## src/inc/irq_cfg.svh

```systemverilog
// Offsets, field positions and reset values of the external interrupt block
`ifndef IRQ_CFG_SVH
`define IRQ_CFG_SVH

`define OFF_STATUS_CTRL   3'h0
`define OFF_BREAK_CTRL    3'h1
`define OFF_PEND_LOW      3'h2
`define OFF_PEND_MID      3'h3
`define OFF_PEND_HIGH     3'h4

`define SC_MODE_BIT       0
`define SC_MASK_BIT       1
`define SC_ACK_BIT        2
`define SC_FLAG_BIT       3
`define BFC_BCE_BIT       7

`define MASK_RESET        1'b0
`define BCE_RESET         1'b0
`define PEND_RESET        22'h000000
`define RDATA_RESET       8'h00
`define PIN_IDLE          1'b1

`endif

```

## src/inc/irq_pkg.sv

```systemverilog
// Types shared by the external interrupt block
package irq_pkg;

    typedef enum logic {
        TRIG_EDGE,
        TRIG_EDGE_LEVEL
    } trig_mode_t;

    typedef enum logic {
        CLR_IDLE,
        CLR_ARMED
    } clr_state_t;

    typedef struct packed {
        logic s1;
        logic s2;
        logic s3;
    } sync_state_t;

    typedef struct packed {
        logic [22:1] pend;
    } pend_state_t;

    typedef struct packed {
        logic        flag;
        logic        mask;
        trig_mode_t  mode;
        logic        bce;
        clr_state_t  clr;
        logic        irq;
        logic        wake;
        logic [7:0]  rdata;
    } core_state_t;

endpackage

```

## src/inc/pin_if.sv

```systemverilog
// Synchronised interrupt pin as seen by the controller
`timescale 1ns/1ps
`default_nettype none
interface pin_if;
    logic level;
    logic fall;
    modport src (output level, output fall);
    modport dst (input level, input fall);
endinterface
`default_nettype wire

```

## src/design/ext_irq_unit.sv

```systemverilog
// External interrupt controller with break protection and pending status
//
// How it works
// - Falling pin edge, or low level in level mode, sets the external flag.
// - The flag requests the processor only while the mask bit is clear.
// - Logic runs in wait standby; unmasked request raises the wake output.
// - Logic runs in stop standby; unmasked request raises the wake output.
// - With break-clear enable set, break accesses clear flags and they stay clear.
// - With break-clear enable clear, break accesses leave every status bit unchanged.
// - With break-clear enable clear, an armed two-step clear stays frozen in break and finishes after it.
// - Low pending register: flags 6..1 in bits 7..2, bits 1..0 read zero.
// - Mid pending register: flags 14..7 in bits 7..0.
// - High pending register: flags 22..15 in bits 7..0.
// - Pending registers read request state, ignore writes, reset to zero.
//
// Strobed register access and the placing of the registers were chosen for this implementation.
`timescale 1ns/1ps
`default_nettype none
`include "irq_cfg.svh"
module ext_irq_unit
    import irq_pkg::*;
#(
    parameter int ADDR_W = 3
)(
    // Clock and reset
    input  wire logic              clock,
    input  wire logic              rst,
    // Register port
    input  wire logic [ADDR_W-1:0] addr,
    input  wire logic [7:0]        wdata,
    input  wire logic              wr,
    input  wire logic              rd,
    output logic      [7:0]        rdata,
    // External interrupt pin, active low
    input  wire logic              irq_pin_n,
    // Processor state
    input  wire logic              break_active,
    input  wire logic              wait_mode,
    input  wire logic              stop_mode,
    // Request lines of the other sources
    input  wire logic [22:1]       src_req,
    // Requests to the processor
    output logic                   irq_req,
    output logic                   wake_req
);

    core_state_t   s_r;
    core_state_t   s_nxt;
    logic [22:1]   pend;
    logic          set_ev;
    logic          access_ok;
    logic          clr_write;
    logic          arm_read;

    pin_if pin ();

    pin_sync u_sync (
        .clock     (clock),
        .rst       (rst),
        .irq_pin_n (irq_pin_n),
        .pin       (pin)
    );

    pend_status u_pend (
        .clock   (clock),
        .rst     (rst),
        .src_req (src_req),
        .pend    (pend)
    );

    function automatic logic hit(input logic [ADDR_W-1:0] a, input logic [ADDR_W-1:0] off);
        hit = (a == off);
    endfunction

    // Edge mode catches a pulse; level mode keeps the flag up while the pin is held
    assign set_ev = pin.fall | ((s_r.mode == TRIG_EDGE_LEVEL) & pin.level);

    // Accesses may only change status bits outside break, or in break with clearing enabled
    assign access_ok = ~break_active | s_r.bce;

    // First step: reading the control register while the flag is up
    assign arm_read  = rd & hit(addr, `OFF_STATUS_CTRL) & s_r.flag & access_ok;

    // Second step: writing one to the acknowledge bit
    assign clr_write = wr & hit(addr, `OFF_STATUS_CTRL) & wdata[`SC_ACK_BIT] & access_ok;

    always_comb begin
        s_nxt = s_r;

        // Control bits that are not status bits are writable at any time
        if (wr && hit(addr, `OFF_STATUS_CTRL)) begin
            s_nxt.mask = wdata[`SC_MASK_BIT];
            s_nxt.mode = trig_mode_t'(wdata[`SC_MODE_BIT]);
        end
        if (wr && hit(addr, `OFF_BREAK_CTRL)) begin
            s_nxt.bce = wdata[`BFC_BCE_BIT];
        end

        // Two-step clear; a set in the same cycle wins and forces a fresh read
        unique case (s_r.clr)
            CLR_IDLE: begin
                if (arm_read) begin
                    s_nxt.clr = CLR_ARMED;
                end
            end
            CLR_ARMED: begin
                if (clr_write) begin
                    s_nxt.clr  = CLR_IDLE;
                    s_nxt.flag = 1'b0;
                end
            end
        endcase

        if (set_ev) begin
            s_nxt.flag = 1'b1;
        end

        // Registered from next values so request tracks flag and mask exactly
        s_nxt.irq  = s_nxt.flag & ~s_nxt.mask;
        s_nxt.wake = s_nxt.flag & ~s_nxt.mask & (wait_mode | stop_mode);

        // Reads answer one cycle later; unmapped and idle cycles give zero
        s_nxt.rdata = `RDATA_RESET;
        if (rd) begin
            if (hit(addr, `OFF_STATUS_CTRL)) begin
                s_nxt.rdata[`SC_FLAG_BIT] = s_r.flag;
                s_nxt.rdata[`SC_MASK_BIT] = s_r.mask;
                s_nxt.rdata[`SC_MODE_BIT] = s_r.mode;
            end
            if (hit(addr, `OFF_BREAK_CTRL)) begin
                s_nxt.rdata[`BFC_BCE_BIT] = s_r.bce;
            end
            if (hit(addr, `OFF_PEND_LOW)) begin
                s_nxt.rdata = {pend[6:1], 2'b00};
            end
            if (hit(addr, `OFF_PEND_MID)) begin
                s_nxt.rdata = pend[14:7];
            end
            if (hit(addr, `OFF_PEND_HIGH)) begin
                s_nxt.rdata = pend[22:15];
            end
        end
        // Pending registers have no write path at all
    end

    always_ff @(posedge clock) begin
        if (rst) begin
            s_r.flag  <= 1'b0;
            s_r.mask  <= `MASK_RESET;
            s_r.mode  <= TRIG_EDGE;
            s_r.bce   <= `BCE_RESET;
            s_r.clr   <= CLR_IDLE;
            s_r.irq   <= 1'b0;
            s_r.wake  <= 1'b0;
            s_r.rdata <= `RDATA_RESET;
        end else begin
            s_r <= s_nxt;
        end
    end

    assign rdata    = s_r.rdata;
    assign irq_req  = s_r.irq;
    assign wake_req = s_r.wake;

    a_flag_on_edge: assert property (@(posedge clock) disable iff (rst)
        pin.fall |=> s_r.flag)
        else $error("pin edge did not set flag");

    a_flag_on_level: assert property (@(posedge clock) disable iff (rst)
        (s_r.mode == TRIG_EDGE_LEVEL) && pin.level |=> s_r.flag)
        else $error("held pin did not keep flag set");

    a_edge_no_level: assert property (@(posedge clock) disable iff (rst)
        (s_r.mode == TRIG_EDGE) && !pin.fall && !s_r.flag |=> !s_r.flag)
        else $error("flag set without an edge");

    a_irq_gated: assert property (@(posedge clock) disable iff (rst)
        irq_req == (s_r.flag && !s_r.mask))
        else $error("request does not match flag and mask");

    a_mask_blocks: assert property (@(posedge clock) disable iff (rst)
        s_r.mask |-> !irq_req)
        else $error("masked flag reached processor");

    a_wake_wait: assert property (@(posedge clock) disable iff (rst)
        wait_mode && set_ev && !s_r.mask && !(wr && hit(addr, `OFF_STATUS_CTRL))
        |=> wake_req && irq_req)
        else $error("no wake from wait standby");

    a_wake_stop: assert property (@(posedge clock) disable iff (rst)
        stop_mode && set_ev && !s_r.mask && !(wr && hit(addr, `OFF_STATUS_CTRL))
        |=> wake_req && irq_req)
        else $error("no wake from stop standby");

    a_wake_idle: assert property (@(posedge clock) disable iff (rst)
        !$past(wait_mode) && !$past(stop_mode) |-> !wake_req)
        else $error("wake outside standby");

    a_break_clear: assert property (@(posedge clock) disable iff (rst)
        break_active && s_r.bce && s_r.clr == CLR_ARMED && !set_ev
        && wr && hit(addr, `OFF_STATUS_CTRL) && wdata[`SC_ACK_BIT]
        |=> !s_r.flag && s_r.clr == CLR_IDLE)
        else $error("enabled break clear failed");

    a_break_freeze: assert property (@(posedge clock) disable iff (rst)
        break_active && !s_r.bce && s_r.flag |=> s_r.flag)
        else $error("flag changed during protected break");

    a_break_arm_hold: assert property (@(posedge clock) disable iff (rst)
        break_active && !s_r.bce && !set_ev |=> $stable(s_r.clr))
        else $error("clear sequence moved during protected break");

    a_two_step: assert property (@(posedge clock) disable iff (rst)
        !break_active && s_r.clr == CLR_ARMED && !set_ev
        && wr && hit(addr, `OFF_STATUS_CTRL) && wdata[`SC_ACK_BIT]
        |=> !s_r.flag)
        else $error("second step did not clear flag");

    a_one_step_blocked: assert property (@(posedge clock) disable iff (rst)
        s_r.clr == CLR_IDLE && s_r.flag |=> s_r.flag)
        else $error("flag cleared without first step");

    a_pend_low: assert property (@(posedge clock) disable iff (rst)
        rd && hit(addr, `OFF_PEND_LOW) |=> rdata == {$past(pend[6:1]), 2'b00})
        else $error("low pending read wrong");

    a_pend_mid: assert property (@(posedge clock) disable iff (rst)
        rd && hit(addr, `OFF_PEND_MID) |=> rdata == $past(pend[14:7]))
        else $error("mid pending read wrong");

    a_pend_high: assert property (@(posedge clock) disable iff (rst)
        rd && hit(addr, `OFF_PEND_HIGH) |=> rdata == $past(pend[22:15]))
        else $error("high pending read wrong");

    a_read_one_cycle: assert property (@(posedge clock) disable iff (rst)
        !rd |=> rdata == 8'h00)
        else $error("read data outside answer cycle");

    a_pend_reset: assert property (@(posedge clock)
        rst |=> pend == 22'h000000)
        else $error("pending flags not cleared by reset");

    a_flag_reset: assert property (@(posedge clock)
        rst |=> !s_r.flag && !irq_req && !wake_req && rdata == 8'h00)
        else $error("request survived reset");

    a_mask_write: assert property (@(posedge clock) disable iff (rst)
        wr && hit(addr, `OFF_STATUS_CTRL) |=> s_r.mask == $past(wdata[`SC_MASK_BIT]))
        else $error("mask write lost");

    a_mask_hold: assert property (@(posedge clock) disable iff (rst)
        !(wr && hit(addr, `OFF_STATUS_CTRL)) |=> $stable(s_r.mask))
        else $error("mask changed without write");

    a_mode_write: assert property (@(posedge clock) disable iff (rst)
        wr && hit(addr, `OFF_STATUS_CTRL) |=> s_r.mode == $past(wdata[`SC_MODE_BIT]))
        else $error("trigger mode write lost");

    a_mode_hold: assert property (@(posedge clock) disable iff (rst)
        !(wr && hit(addr, `OFF_STATUS_CTRL)) |=> $stable(s_r.mode))
        else $error("trigger mode changed without write");

    a_bce_write: assert property (@(posedge clock) disable iff (rst)
        wr && hit(addr, `OFF_BREAK_CTRL) |=> s_r.bce == $past(wdata[`BFC_BCE_BIT]))
        else $error("break-clear enable write lost");

    a_bce_hold: assert property (@(posedge clock) disable iff (rst)
        !(wr && hit(addr, `OFF_BREAK_CTRL)) |=> $stable(s_r.bce))
        else $error("break-clear enable changed without write");

    a_wake_exact: assert property (@(posedge clock) disable iff (rst)
        wake_req == (s_r.flag && !s_r.mask && ($past(wait_mode) || $past(stop_mode))))
        else $error("wake does not match flag, mask and standby");

    a_arm_on_read: assert property (@(posedge clock) disable iff (rst)
        !break_active && rd && hit(addr, `OFF_STATUS_CTRL) && s_r.flag
        && s_r.clr == CLR_IDLE |=> s_r.clr == CLR_ARMED)
        else $error("read with flag up did not arm clear");

    a_break_no_arm: assert property (@(posedge clock) disable iff (rst)
        break_active && !s_r.bce && s_r.clr == CLR_IDLE |=> s_r.clr == CLR_IDLE)
        else $error("clear armed during protected break");

    a_break_bce_arm: assert property (@(posedge clock) disable iff (rst)
        break_active && s_r.bce && rd && hit(addr, `OFF_STATUS_CTRL) && s_r.flag
        && s_r.clr == CLR_IDLE |=> s_r.clr == CLR_ARMED)
        else $error("enabled break read did not arm clear");

    a_armed_flag: assert property (@(posedge clock) disable iff (rst)
        s_r.clr == CLR_ARMED |-> s_r.flag)
        else $error("clear armed with flag down");

    a_flag_rise_cause: assert property (@(posedge clock) disable iff (rst)
        $rose(s_r.flag) |-> $past(set_ev))
        else $error("flag rose without pin event");

    a_flag_fall_cause: assert property (@(posedge clock) disable iff (rst)
        !$past(rst) && $fell(s_r.flag) |-> $past(clr_write && s_r.clr == CLR_ARMED))
        else $error("flag fell without second step");

    a_flag_readback: assert property (@(posedge clock) disable iff (rst)
        rd && hit(addr, `OFF_STATUS_CTRL) |=> rdata[`SC_FLAG_BIT] == $past(s_r.flag)
        && rdata[`SC_ACK_BIT] == 1'b0)
        else $error("flag read wrong");

    a_mask_readback: assert property (@(posedge clock) disable iff (rst)
        rd && hit(addr, `OFF_STATUS_CTRL) |=> rdata[`SC_MASK_BIT] == $past(s_r.mask))
        else $error("mask read wrong");

    a_bce_readback: assert property (@(posedge clock) disable iff (rst)
        rd && hit(addr, `OFF_BREAK_CTRL) |=> rdata[`BFC_BCE_BIT] == $past(s_r.bce))
        else $error("break-clear enable read wrong");

    a_pend_low_zero: assert property (@(posedge clock) disable iff (rst)
        rd && hit(addr, `OFF_PEND_LOW) |=> rdata[1:0] == 2'b00)
        else $error("low pending register bits 1..0 not zero");

    a_pend_track: assert property (@(posedge clock) disable iff (rst)
        !$past(rst) |-> pend == $past(src_req))
        else $error("pending flags do not follow requests");

    a_pend_nowrite: assert property (@(posedge clock) disable iff (rst)
        wr |=> pend == $past(src_req))
        else $error("write disturbed pending flags");

    a_no_flag_idle: assert property (@(posedge clock) disable iff (rst)
        !s_r.flag |-> !irq_req && !wake_req)
        else $error("request without flag");

    a_wake_masked: assert property (@(posedge clock) disable iff (rst)
        s_r.mask |-> !wake_req)
        else $error("masked flag woke processor");

    a_stop_wake_hold: assert property (@(posedge clock) disable iff (rst)
        stop_mode && s_r.flag && !s_r.mask && !(wr && hit(addr, `OFF_STATUS_CTRL))
        |=> wake_req)
        else $error("pending flag did not wake from stop");

    a_wait_wake_hold: assert property (@(posedge clock) disable iff (rst)
        wait_mode && s_r.flag && !s_r.mask && !(wr && hit(addr, `OFF_STATUS_CTRL))
        |=> wake_req)
        else $error("pending flag did not wake from wait");

    a_level_set: assert property (@(posedge clock) disable iff (rst)
        (s_r.mode == TRIG_EDGE_LEVEL) && pin.level && !s_r.mask
        && !(wr && hit(addr, `OFF_STATUS_CTRL)) |=> irq_req)
        else $error("held pin gave no request");

    a_clear_drops: assert property (@(posedge clock) disable iff (rst)
        s_r.clr == CLR_ARMED && clr_write && !set_ev |=> !irq_req && !wake_req)
        else $error("request stayed after clear");

endmodule
`default_nettype wire

```

## src/design/pend_status.sv

```systemverilog
// Registered copy of the 22 pending request lines
`timescale 1ns/1ps
`default_nettype none
`include "irq_cfg.svh"
module pend_status
    import irq_pkg::*;
(
    // Clock and reset
    input  wire logic        clock,
    input  wire logic        rst,
    // Request lines of the sources
    input  wire logic [22:1] src_req,
    // Registered flags
    output logic      [22:1] pend
);
    pend_state_t s_r;
    pend_state_t s_nxt;

    always_comb begin
        s_nxt      = s_r;
        s_nxt.pend = src_req;
    end

    always_ff @(posedge clock) begin
        if (rst) begin
            s_r <= `PEND_RESET;
        end else begin
            s_r <= s_nxt;
        end
    end

    assign pend = s_r.pend;

    a_pend_follow: assert property (@(posedge clock) disable iff (rst)
        !src_req[1] ##1 !src_req[1] |-> !pend[1]) else $error("flag held without request");
endmodule
`default_nettype wire

```

## src/design/pin_sync.sv

```systemverilog
// Two-flop synchroniser and falling-edge detector for the interrupt pin
`timescale 1ns/1ps
`default_nettype none
`include "irq_cfg.svh"
module pin_sync
    import irq_pkg::*;
(
    // Clock and reset
    input  wire logic clock,
    input  wire logic rst,
    // Pin, active low
    input  wire logic irq_pin_n,
    // Synchronised view
    pin_if.src        pin
);
    sync_state_t s_r;
    sync_state_t s_nxt;

    always_comb begin
        s_nxt    = s_r;
        s_nxt.s1 = irq_pin_n;
        s_nxt.s2 = s_r.s1;
        s_nxt.s3 = s_r.s2;
    end

    // Idle high so a reset never looks like an edge
    always_ff @(posedge clock) begin
        if (rst) begin
            s_r <= {`PIN_IDLE, `PIN_IDLE, `PIN_IDLE};
        end else begin
            s_r <= s_nxt;
        end
    end

    assign pin.level = ~s_r.s2;
    assign pin.fall  = s_r.s3 & ~s_r.s2;

    a_fall_single: assert property (@(posedge clock) disable iff (rst)
        pin.fall |=> !pin.fall) else $error("edge pulse longer than one cycle");
endmodule
`default_nettype wire

```

## config.mk

```make
export PLATFORM = sky130hd
export DESIGN_NAME = ext_irq_unit
export DESIGN_NICKNAME = d
export VERILOG_FILES = /design/src/inc/irq_pkg.sv /design/src/inc/pin_if.sv /design/src/design/ext_irq_unit.sv /design/src/design/pend_status.sv /design/src/design/pin_sync.sv
export VERILOG_INCLUDE_DIRS = /design/src /design/src/inc
export SDC_FILE = /design/constraint.sdc
export NUM_CORES = 1
export LEC_CHECK = 0
export BUFFER_PORTS_ARGS = -buffer_cell sky130_fd_sc_hd__buf_2
export CORE_AREA = 2 2 70 78
export DETAILED_ROUTE_END_ITERATION = 8
export DIE_AREA = 0 0 72 80
export GPL_ROUTABILITY_DRIVEN = 0
export MAX_ROUTING_LAYER = met4
export SYNTH_ARGS = -nofsm -noshare
export SYNTH_HDL_FRONTEND = slang
export SYNTH_SLANG_ARGS = --single-unit
export TNS_END_PERCENT = 1
```

## constraint.sdc

```tcl
create_clock -name clock -period 1.5 [get_ports clock]
set_input_delay 0.075 -clock clock [delete_from_list [all_inputs] [get_ports clock]]
set_output_delay 0.075 -clock clock [all_outputs]
set_load 0.005 [all_outputs]
```

======== Yosys cells after proc, flatten, opt, wreduce, memory -nomap -nowiden ========
Cells that the tools add are included.
cells by class
  mux-type cells .......................... 13
  reduce and logical (&&, ||, !) cells .... 4
  bitwise logic cells ..................... 18
  equality and inequality tests ........... 4
operators with widths
  kind                                                              number
  8-bit two-way mux                                                 3
  1-bit AND                                                         10
  1-bit two-way mux                                                 7
  3-bit by 2-bit == test with 1-bit output (second input constant)  2
  1-bit inverter                                                    5
  2-bit two-way mux                                                 2
  3-bit by 1-bit == test with 1-bit output (second input constant)  1
  3-bit == test (second input constant)                             1
  3-bit logical NOT                                                 1
  1-bit OR                                                          3
  1-bit logical AND                                                 2
  1-bit one-hot mux with 2 select lines                             1
  2-bit OR reduction                                                1
storage, ports and cells
  register bits after elaboration ......... 40
  input bits .............................. 41
  logic and storage cells ................. 51

======== Logic depth before layout (Yosys ltp) ========
Gate-level depths: netlist of the first run.
  word-level depth ........................ 9
  depth in mapped cells ................... 6
  mapped depth without buffers ............ 4

======== Hierarchy ========
From an unflattened synthesis of the first run, not the netlist that was laid out.
second synthesis, totals
  cells, all modules ...................... 137
  area total of the unflattened synthesis .. 1542.7 µm²
by module, submodules not included
  module        instances  sequential area each (µm²)  area each (µm²)  cells each
  ext_irq_unit  1          300.3                       813.3            83
  pend_status   1          440.4                       640.6            46
  pin_sync      1          60.1                        88.8             8

======== Worst setup path after synthesis of the first run ========
Ideal clock, no wire load.
  path type ............................... register to register
  start point ............................. reg s_r[11] (netlist name)
  end point ............................... reg s_r (netlist bit wake_req)
  clock period less this slack ............ 1.177 ns
  path slack .............................. 0.323 ns
  cell stages (with the launch flop) ...... 5
  data required time ...................... 1.427 ns
  arrival time ............................ 1.105 ns
  path through ............................ dfxtp_1 -> nand2b_1 -> and3_1 -> a311o_1 -> nor3_2
on the way
  word-level cells in the longest chain between the ends .. 7
ends and longest elaborated chain
  item                     line                 text
  start, declared          ext_irq_unit.sv:47   core_state_t s_r;
  start signal, assigned   ext_irq_unit.sv:157  s_r <= s_nxt;
  1-bit OR                 ext_irq_unit.sv:79   assign access_ok = ~break_active | s_r.bce;
  1-bit AND                ext_irq_unit.sv:85   assign clr_write = wr & hit(addr, `OFF_STATUS_CTRL) & wdata[`SC_ACK_BIT] & access_ok;
  1-bit two-way mux        ext_irq_unit.sv:107  if (clr_write) begin
  1-bit two-way mux        ext_irq_unit.sv:100  unique case (s_r.clr)
  1-bit two-way mux        ext_irq_unit.sv:114  if (set_ev) begin
  1-bit AND (2 in series)  ext_irq_unit.sv:120  s_nxt.wake = s_nxt.flag & ~s_nxt.mask & (wait_mode | stop_mode);
Every way passes these cells.
A chain may end at the register's enable or synchronous reset.

======== Worst setup path after layout of the first run ========
Same ends and word-level chain as after synthesis.

==> results.ini, run 1 <==
[setup_path]
r2r_end = wake_req
timing.critical_path.arrival_ns = 1.49
critical_path.max_stage_delay_ns = 0.35
worst-setup-path-type = register to register
path_delay_family = simple AND/OR/NAND/NOR gates
worst_flop_to_flop_path_startpoint = s_r[11]
cell_by_cell_listing_of_the_critical_path = nand2b_1 -> and3_1 -> a311o_1 -> nor3_2
worstPathBufferInverterCount = 0
crit_slowest_cell = sky130_fd_sc_hd__a311o_1
worst_ep_required_time_ns = 1.72
critical_path.endpoint_type = register
path_max_fanout = 3
timing.reg2reg.setup_slack_ns = 0.23
critical_path.startpoint_type = register
rr_worst_depth = 4

[timing]
final-setup-viol-count = 0
max_frequency_mhz = 788.1
worst_hold_margin_ns = 0.003122
final.setup.worst_slack_ns = 0.2312
maxSlewHeadroom = 0.7936
worst_slew_pin_slew_ns = 0.3055
finalHoldViolCount = 0
sum_neg_setup_slack_ns = 0
fin_crit_sh = 0.8459
final-max-slew-violation-count = 0
clock_skew_ns = 0.003826
rsz0062_at_grt = false
min_period_ns = 1.269

[synth]
yosys.area.top_type = sky130_fd_sc_hd__dfxtp_1
post_synth_and_or_nand_nor_area_fraction = 0.2396
netlist-cell-type-count = 29
synth_compound_area_frac = 0.1029
synth_top_cell_area_share = 0.5536
post_synthesis_xor_xnor_area_fraction = 0
multiplexer_share_of_the_synthesized_area = 0.03720
synthTopCellsByArea = sky130_fd_sc_hd__dfxtp_1 55%, sky130_fd_sc_hd__nor2b_1 11%, sky130_fd_sc_hd__buf_4 4.2%, sky130_fd_sc_hd__o21ai_0 3.8%, sky130_fd_sc_hd__nand2_1 3.6%
synth.avg_cell_area_um2 = 9.907
synth_seq_area_share = 0.5536
post_synth_instance_area_um2 = 1446
post_synthesis_net_count = 187
synthAdderAreaFrac = 0
synthCells = 146
dominant_combinational_cell_family_by_area_after_synthesis = simple AND/OR/NAND/NOR gates
yosys_register_bits = 40
ys.warnings.count = 0

[clock_tree]
clk_root_buffer_cell = sky130_fd_sc_hd__clkbuf_8
clock_latency_ns = 0.28
cts.sink_count = 40
maximum_buffer_depth_of_the_clock_tree = 2
cts_max_level = 2
clk_transition_reported_paths_ns = 0.08
postCtsResizedCells = 0
post_cts_setup_repair_buffer_count = 0
numCtsBuffers = 5
tritoncts_clock_tree = built

[run_status]
run_status = finished clean

[drt]
route.detailed.vias_per_inst = 4.165
drt_wl_total_um = 2885
via_count = 1058
drc = 0
ant_nets = 0
route.detailed.wl_per_inst_um = 11.36
drt_pre_antenna_iters = 4
drt_iter0_markers = 66

[hold_path]
timing.hold.worst.class = input port to register
endpoint_with_the_worst_hold_slack = u_pend.pend[15]
hp-start = src_req[15]
hold_path_depth = 2

[global_route]
number_of_global_route_vias_before_repair = 1031
grt_first_pass_wirelength_um = 4526
track_usage = 0.1082
grt_start_max_net_pins = 23
grt-ovfl-total = 0
antenna_found_initial = 0

[floorplanning]
placeableCoreArea_um2 = 4966
full_die_area_um2 = 5760
fp.dieH_um = 80
initial_core_util = 0.2913
die_width_um = 72
num_rows = 27
io_pins = 51

[finish]
fin_nets = 236
antenna_cells_inserted = 0
final.fill_count = 530
final_common_cell = sky130_fd_sc_hd__buf_2
area_growth_pct = 27.16
layout-drive-gt1-share = 0.3418
layout.cells.non_filler = 254
layout_common_cells = 46 x sky130_fd_sc_hd__buf_2, 40 x sky130_fd_sc_hd__dfxtp_1, 25 x sky130_fd_sc_hd__nor2b_1, 14 x sky130_fd_sc_hd__nand2_1, 11 x sky130_fd_sc_hd__o21ai_0

[power]
power.combinational.fraction = 0.088
totalPowerFinal_uw = 2019
power.static_leakage_uw = 0.0007937
power.sequential.fraction = 0.554
cell_area_power_density_nw_per_um2 = 1098
power_report.internal_total_uw = 1571
switching_share = 0.2217
power.switching_uw = 447.6
share_clk_of_total_power = 0.359
worst_ir_drop_on_vdd_uv = 410.4

[placement]
placement.setup.worst_slack_ns = 0.2282
numPlacedInstances = 240
hpwl_um = 2081
number_of_buffer_cells_added_on_primary_ports = 46

[job]
maxCapViolCount = 0

Yosys cell counts (all sizes together):
master  number
or2          3
nand2       14
mux2i        2
a311o        1
nor2b       25
mux2         3
and3         1
and2         1
nor3         1
o21bai       1
and2b        1
dfxtp       40
buf         11
nand3        1
nor4b        1
inv          1
clkbuf       3
a31oi        1
a21oi        8
or4          1
a21o         4
nand2b       3
nand3b       1
nor2         6
o21ai       11
nor4bb       1
repair_timing:
item,CTS,global route
hold buffers,5,1
endpoints found under the setup margin,0,0
hold endpoints to repair,5,1
cell families (layout without fill, tap and decap cells):
logic type,Yosys count,count (layout)
muxes,5,5
AOI/OAI and AO/OA,26,26
buffers and inverters,15,65
DFF,40,40
and+or+nand+nor,60,60
power groups by stage:
| stage | sequential, µW | combinational [µW] | clock, µW |
|---|---|---|---|
| finish | 1120 | 177 | 724 |
| global route | 1120 | 199 | 796 |
| CTS | 1120 | 179 | 746 |
| detailed placement | 1140 | 168 | 0 |
| global placement | 1140 | 167 | 0 |
| floorplan | 1140 | 95.5 | 0 |
sequential cells by signal, summed over array words and instances (netlist names):
register / count
u_pend.pend: 22
s_r: 5
wake_req: 1
u_sync.s_r: 1
rdata: 8
irq_req: 1
u_sync.s_nxt: 2
layout make-up:
class	count	area, µm²	share of cell area
Sequential cell	40	800.8	0.4354
Multi-Input combinational cell	91	549.3	0.2986
Timing Repair Buffer	56	320.3	0.1741
Clock buffer	6	82.58	0.04490
Tap cell	58	72.57	0.03946
Clock inverter	2	10.01	0.005442
Inverter	1	3.754	0.002041
layer usage:
layer / routed length [µm] / global-route usage / part of all wire
met2: 1414 / 0.1796 / 0.49
met4: 21 / 0.03962 / 0.0073
met5: 0 / - / 0
met3: 166 / 0.04167 / 0.058
met1: 1282 / 0.1173 / 0.44
worst max-delay path by stage:
stage / from / to / cells past startpoint
2_1_floorplan: s_r[11] / wake_req / 4
3_3_place_gp: addr[0] / s_r[10] / 6
3_5_place_dp: s_r[11] / wake_req / 4
4_1_cts: s_r[11] / wake_req / 4
5_1_grt: s_r[11] / wake_req / 4
6_report: s_r[11] / wake_req / 4
per-stage QoR:
stage	util	instance area, µm²
2_1_floorplan	-	1446
3_3_place_gp	0.3396	1687
3_5_place_dp	0.3396	1687
4_1_cts	0.3684	1829
5_1_grt	0.3704	1839
6_report	0.3704	1839
No activity file was read; power rests on OpenSTA's default activity.
==> inputs of run 2 (changes only) <==
==> constraint.sdc (replaced) <==
create_clock -name clock -period 1.2 [get_ports clock]
set_input_delay 0.06 -clock clock [delete_from_list [all_inputs] [get_ports clock]]
set_output_delay 0.06 -clock clock [all_outputs]
set_load 0.005 [all_outputs]
==> run 2 against run 1 <==
  * Design area is 6.3% higher
  * Die area unchanged
  * Worst hold slack better by 0.0019 ns
  * Fmax increased by 9.0%
  * Critical path type unchanged
==> results.ini, run 2 (synthesized netlist as in run 1, its figures left out) <==
[run_status]
run_status = finished clean

[placement]
numPlacedInstances = 246  ; +2.5%
number_of_buffer_cells_added_on_primary_ports = 46  ; unchanged
hpwl_um = 2198  ; +5.6%
placed_area_um2 = 1732  ; +2.7%

[setup_path]
timing.critical_path.arrival_ns = 1.37  ; -0.12 ns
crit_slowest_cell = sky130_fd_sc_hd__a311o_1
cell_by_cell_listing_of_the_critical_path = o21bai_1 -> nor2b_1 -> a311o_1 -> nor3_2
worst_flop_to_flop_path_startpoint = u_sync.s_nxt[0]
critical_path.endpoint_type = register
critical_path.max_stage_delay_ns = 0.36  ; about the same
critical_path.startpoint_type = register
timing.reg2reg.setup_slack_ns = 0.04  ; -0.20 ns
worst-setup-path-type = register to register
path_max_fanout = 3  ; unchanged
rr_worst_depth = 4  ; unchanged
worst_ep_required_time_ns = 1.41  ; -0.31 ns
r2r_end = wake_req

[finish]
largest_register_ffs = 22  ; unchanged
fin_nets = 248  ; +5.1%
layout_common_cells = 46 x sky130_fd_sc_hd__buf_2, 39 x sky130_fd_sc_hd__dfxtp_1, 25 x sky130_fd_sc_hd__nor2b_1, 14 x sky130_fd_sc_hd__nand2_1, 12 x sky130_fd_sc_hd__dlygate4sd3_1
layout-drive-gt1-share = 0.3558  ; +0.01393
final_common_cell = sky130_fd_sc_hd__buf_2
area_growth_pct = 35.21
layout.cells.non_filler = 266  ; +4.7%
antenna_cells_inserted = 0  ; unchanged
final_cell_area_um2 = 1956  ; +6.3%

[clock_tree]
cts_max_level = 2  ; unchanged
tritoncts_clock_tree = built
numCtsBuffers = 5  ; unchanged
clock_latency_ns = 0.28  ; about the same
clk_transition_reported_paths_ns = 0.07  ; about the same
maximum_buffer_depth_of_the_clock_tree = 2  ; unchanged
cts.sink_count = 40  ; unchanged
clk_root_buffer_cell = sky130_fd_sc_hd__clkbuf_8

[drt]
route.detailed.wl_per_inst_um = 11.19  ; -1.5%
drt_iter0_markers = 36  ; -45%
via_count = 1115  ; +5.4%
drt_wl_total_um = 2976  ; +3.2%
route.detailed.vias_per_inst = 4.192  ; +0.63%
drc = 0  ; unchanged
ant_nets = 0  ; unchanged
drt_pre_antenna_iters = 6  ; +2

[floorplanning]
initial_core_util = 0.2913  ; unchanged
num_rows = 27  ; unchanged
placeableCoreArea_um2 = 4966  ; unchanged
io_pins = 51  ; unchanged
full_die_area_um2 = 5760  ; unchanged
die_width_um = 72  ; unchanged
fp.dieH_um = 80  ; unchanged

[timing]
final-max-slew-violation-count = 0  ; unchanged
max_frequency_mhz = 858.8  ; +9.0%
final-setup-viol-count = 0  ; unchanged
sum_neg_setup_slack_ns = 0  ; unchanged
fin_crit_sh = 0.9703  ; +0.1244
clock_skew_ns = 0.003579  ; -0.0002477 ns
worst_slew_pin_slew_ns = 0.3427  ; +0.03716 ns
finalHoldViolCount = 0  ; unchanged
rsz0062_at_grt = true
min_period_ns = 1.164  ; -0.1044 ns
maxSlewHeadroom = 0.7710  ; -0.02260

[power]
totalPowerFinal_uw = 2518  ; +25%
power.static_leakage_uw = 0.0008428  ; +6.2%
cell_area_power_density_nw_per_um2 = 1287  ; +17%
worst_ir_drop_on_vdd_uv = 503.8  ; +23%

[global_route]
antenna_found_initial = 0  ; unchanged
grt_first_pass_wirelength_um = 4595  ; +1.5%
grt-ovfl-total = 0  ; unchanged
grt_start_max_net_pins = 17  ; -26%
number_of_global_route_vias_before_repair = 1032  ; +0.097%
track_usage = 0.1102  ; +0.002042

[hold_path]
hp-start = src_req[4]
timing.hold.worst.class = input port to register
endpoint_with_the_worst_hold_slack = u_pend.pend[4]
hold_path_depth = 2  ; unchanged

[job]
maxCapViolCount = 0  ; unchanged

run 2: cell count changes in the layout (fill, tap and decap cells not counted), moves of 2 or more:
cell	previous run	this run
sky130_fd_sc_hd__buf_4	4	10
sky130_fd_sc_hd__clkbuf_1	0	2
sky130_fd_sc_hd__clkinv_2	2	0
sky130_fd_sc_hd__dlygate4sd3_1	6	12
run 2: worst max path at each step:
stage / cells past startpoint / slack [ns] / endpoint / startpoint
6_report: 4 / 0.04 / wake_req / u_sync.s_nxt[0]
5_1_grt: 4 / -0.03 / wake_req / u_sync.s_nxt[0]
4_1_cts: 4 / 0.01 / wake_req / s_r[11]
3_5_place_dp: 4 / -0.04 / wake_req / s_r[11]
3_3_place_gp: 4 / -0.02 / wake_req / s_r[11]
2_1_floorplan: 4 / 0.02 / wake_req / s_r[11]
run 2: timing repair:
| item | CTS | global route |
|---|---|---|
| hold buffers | 9 | 3 |
| buffers inserted | 0 | 0 |
| pin swaps | 2 | 2 |
| hold endpoints to repair | 9 | 3 |
| setup endpoints to repair | 2 | 2 |
| resized for setup | 1 | 2 |
run 2: layer usage:
metal,GRT usage,vias to the layer above,share of wire
met5,-,-,0
met1,0.1278,499,0.44
met4,0.03396,0,0.0084
li1,-,593,-
met2,0.1759,21,0.52
met3,0.04293,2,0.034
run 2: final cells by class:
class                           instances  area, µm²
Tap cell                               58      72.57
Sequential cell                        40      802.0
Fill cell                             511       3010
Inverter                                1      3.754
Clock buffer                            8      90.09
Multi-Input combinational cell         91      561.8
Timing Repair Buffer                   68      425.4
run 2: stage by stage:
| step | worst slack (ns) | hold WS, ns | utilization |
|---|---|---|---|
| finish | 0.03562 | 0.005050 | 0.3938 |
| global route | -0.03268 | 0.009341 | 0.3938 |
| CTS | 0.01285 | 0.0003478 | 0.3852 |
| detailed placement | -0.04363 | 0.2466 | 0.3487 |
| global placement | -0.02154 | 0.2456 | 0.3487 |
| floorplan | 0.02251 | 0.1638 | - |
run 2: worst max-delay path: cells and delay by family, from the launching register on:
kind | cells | cell delay, ns
DFF | 1 | 0.31
and+or+nand+nor | 2 | 0.28
AOI/OAI and AO/OA | 2 | 0.52
run 2: power by group:
| group | switching [µW] | internal, µW | total (µW) |
|---|---|---|---|
| logic | 105 | 149 | 254 |
| clock network | 396 | 468 | 864 |
| registers | 14.9 | 1380 | 1400 |
| total | 516 | 2000 | 2520 |
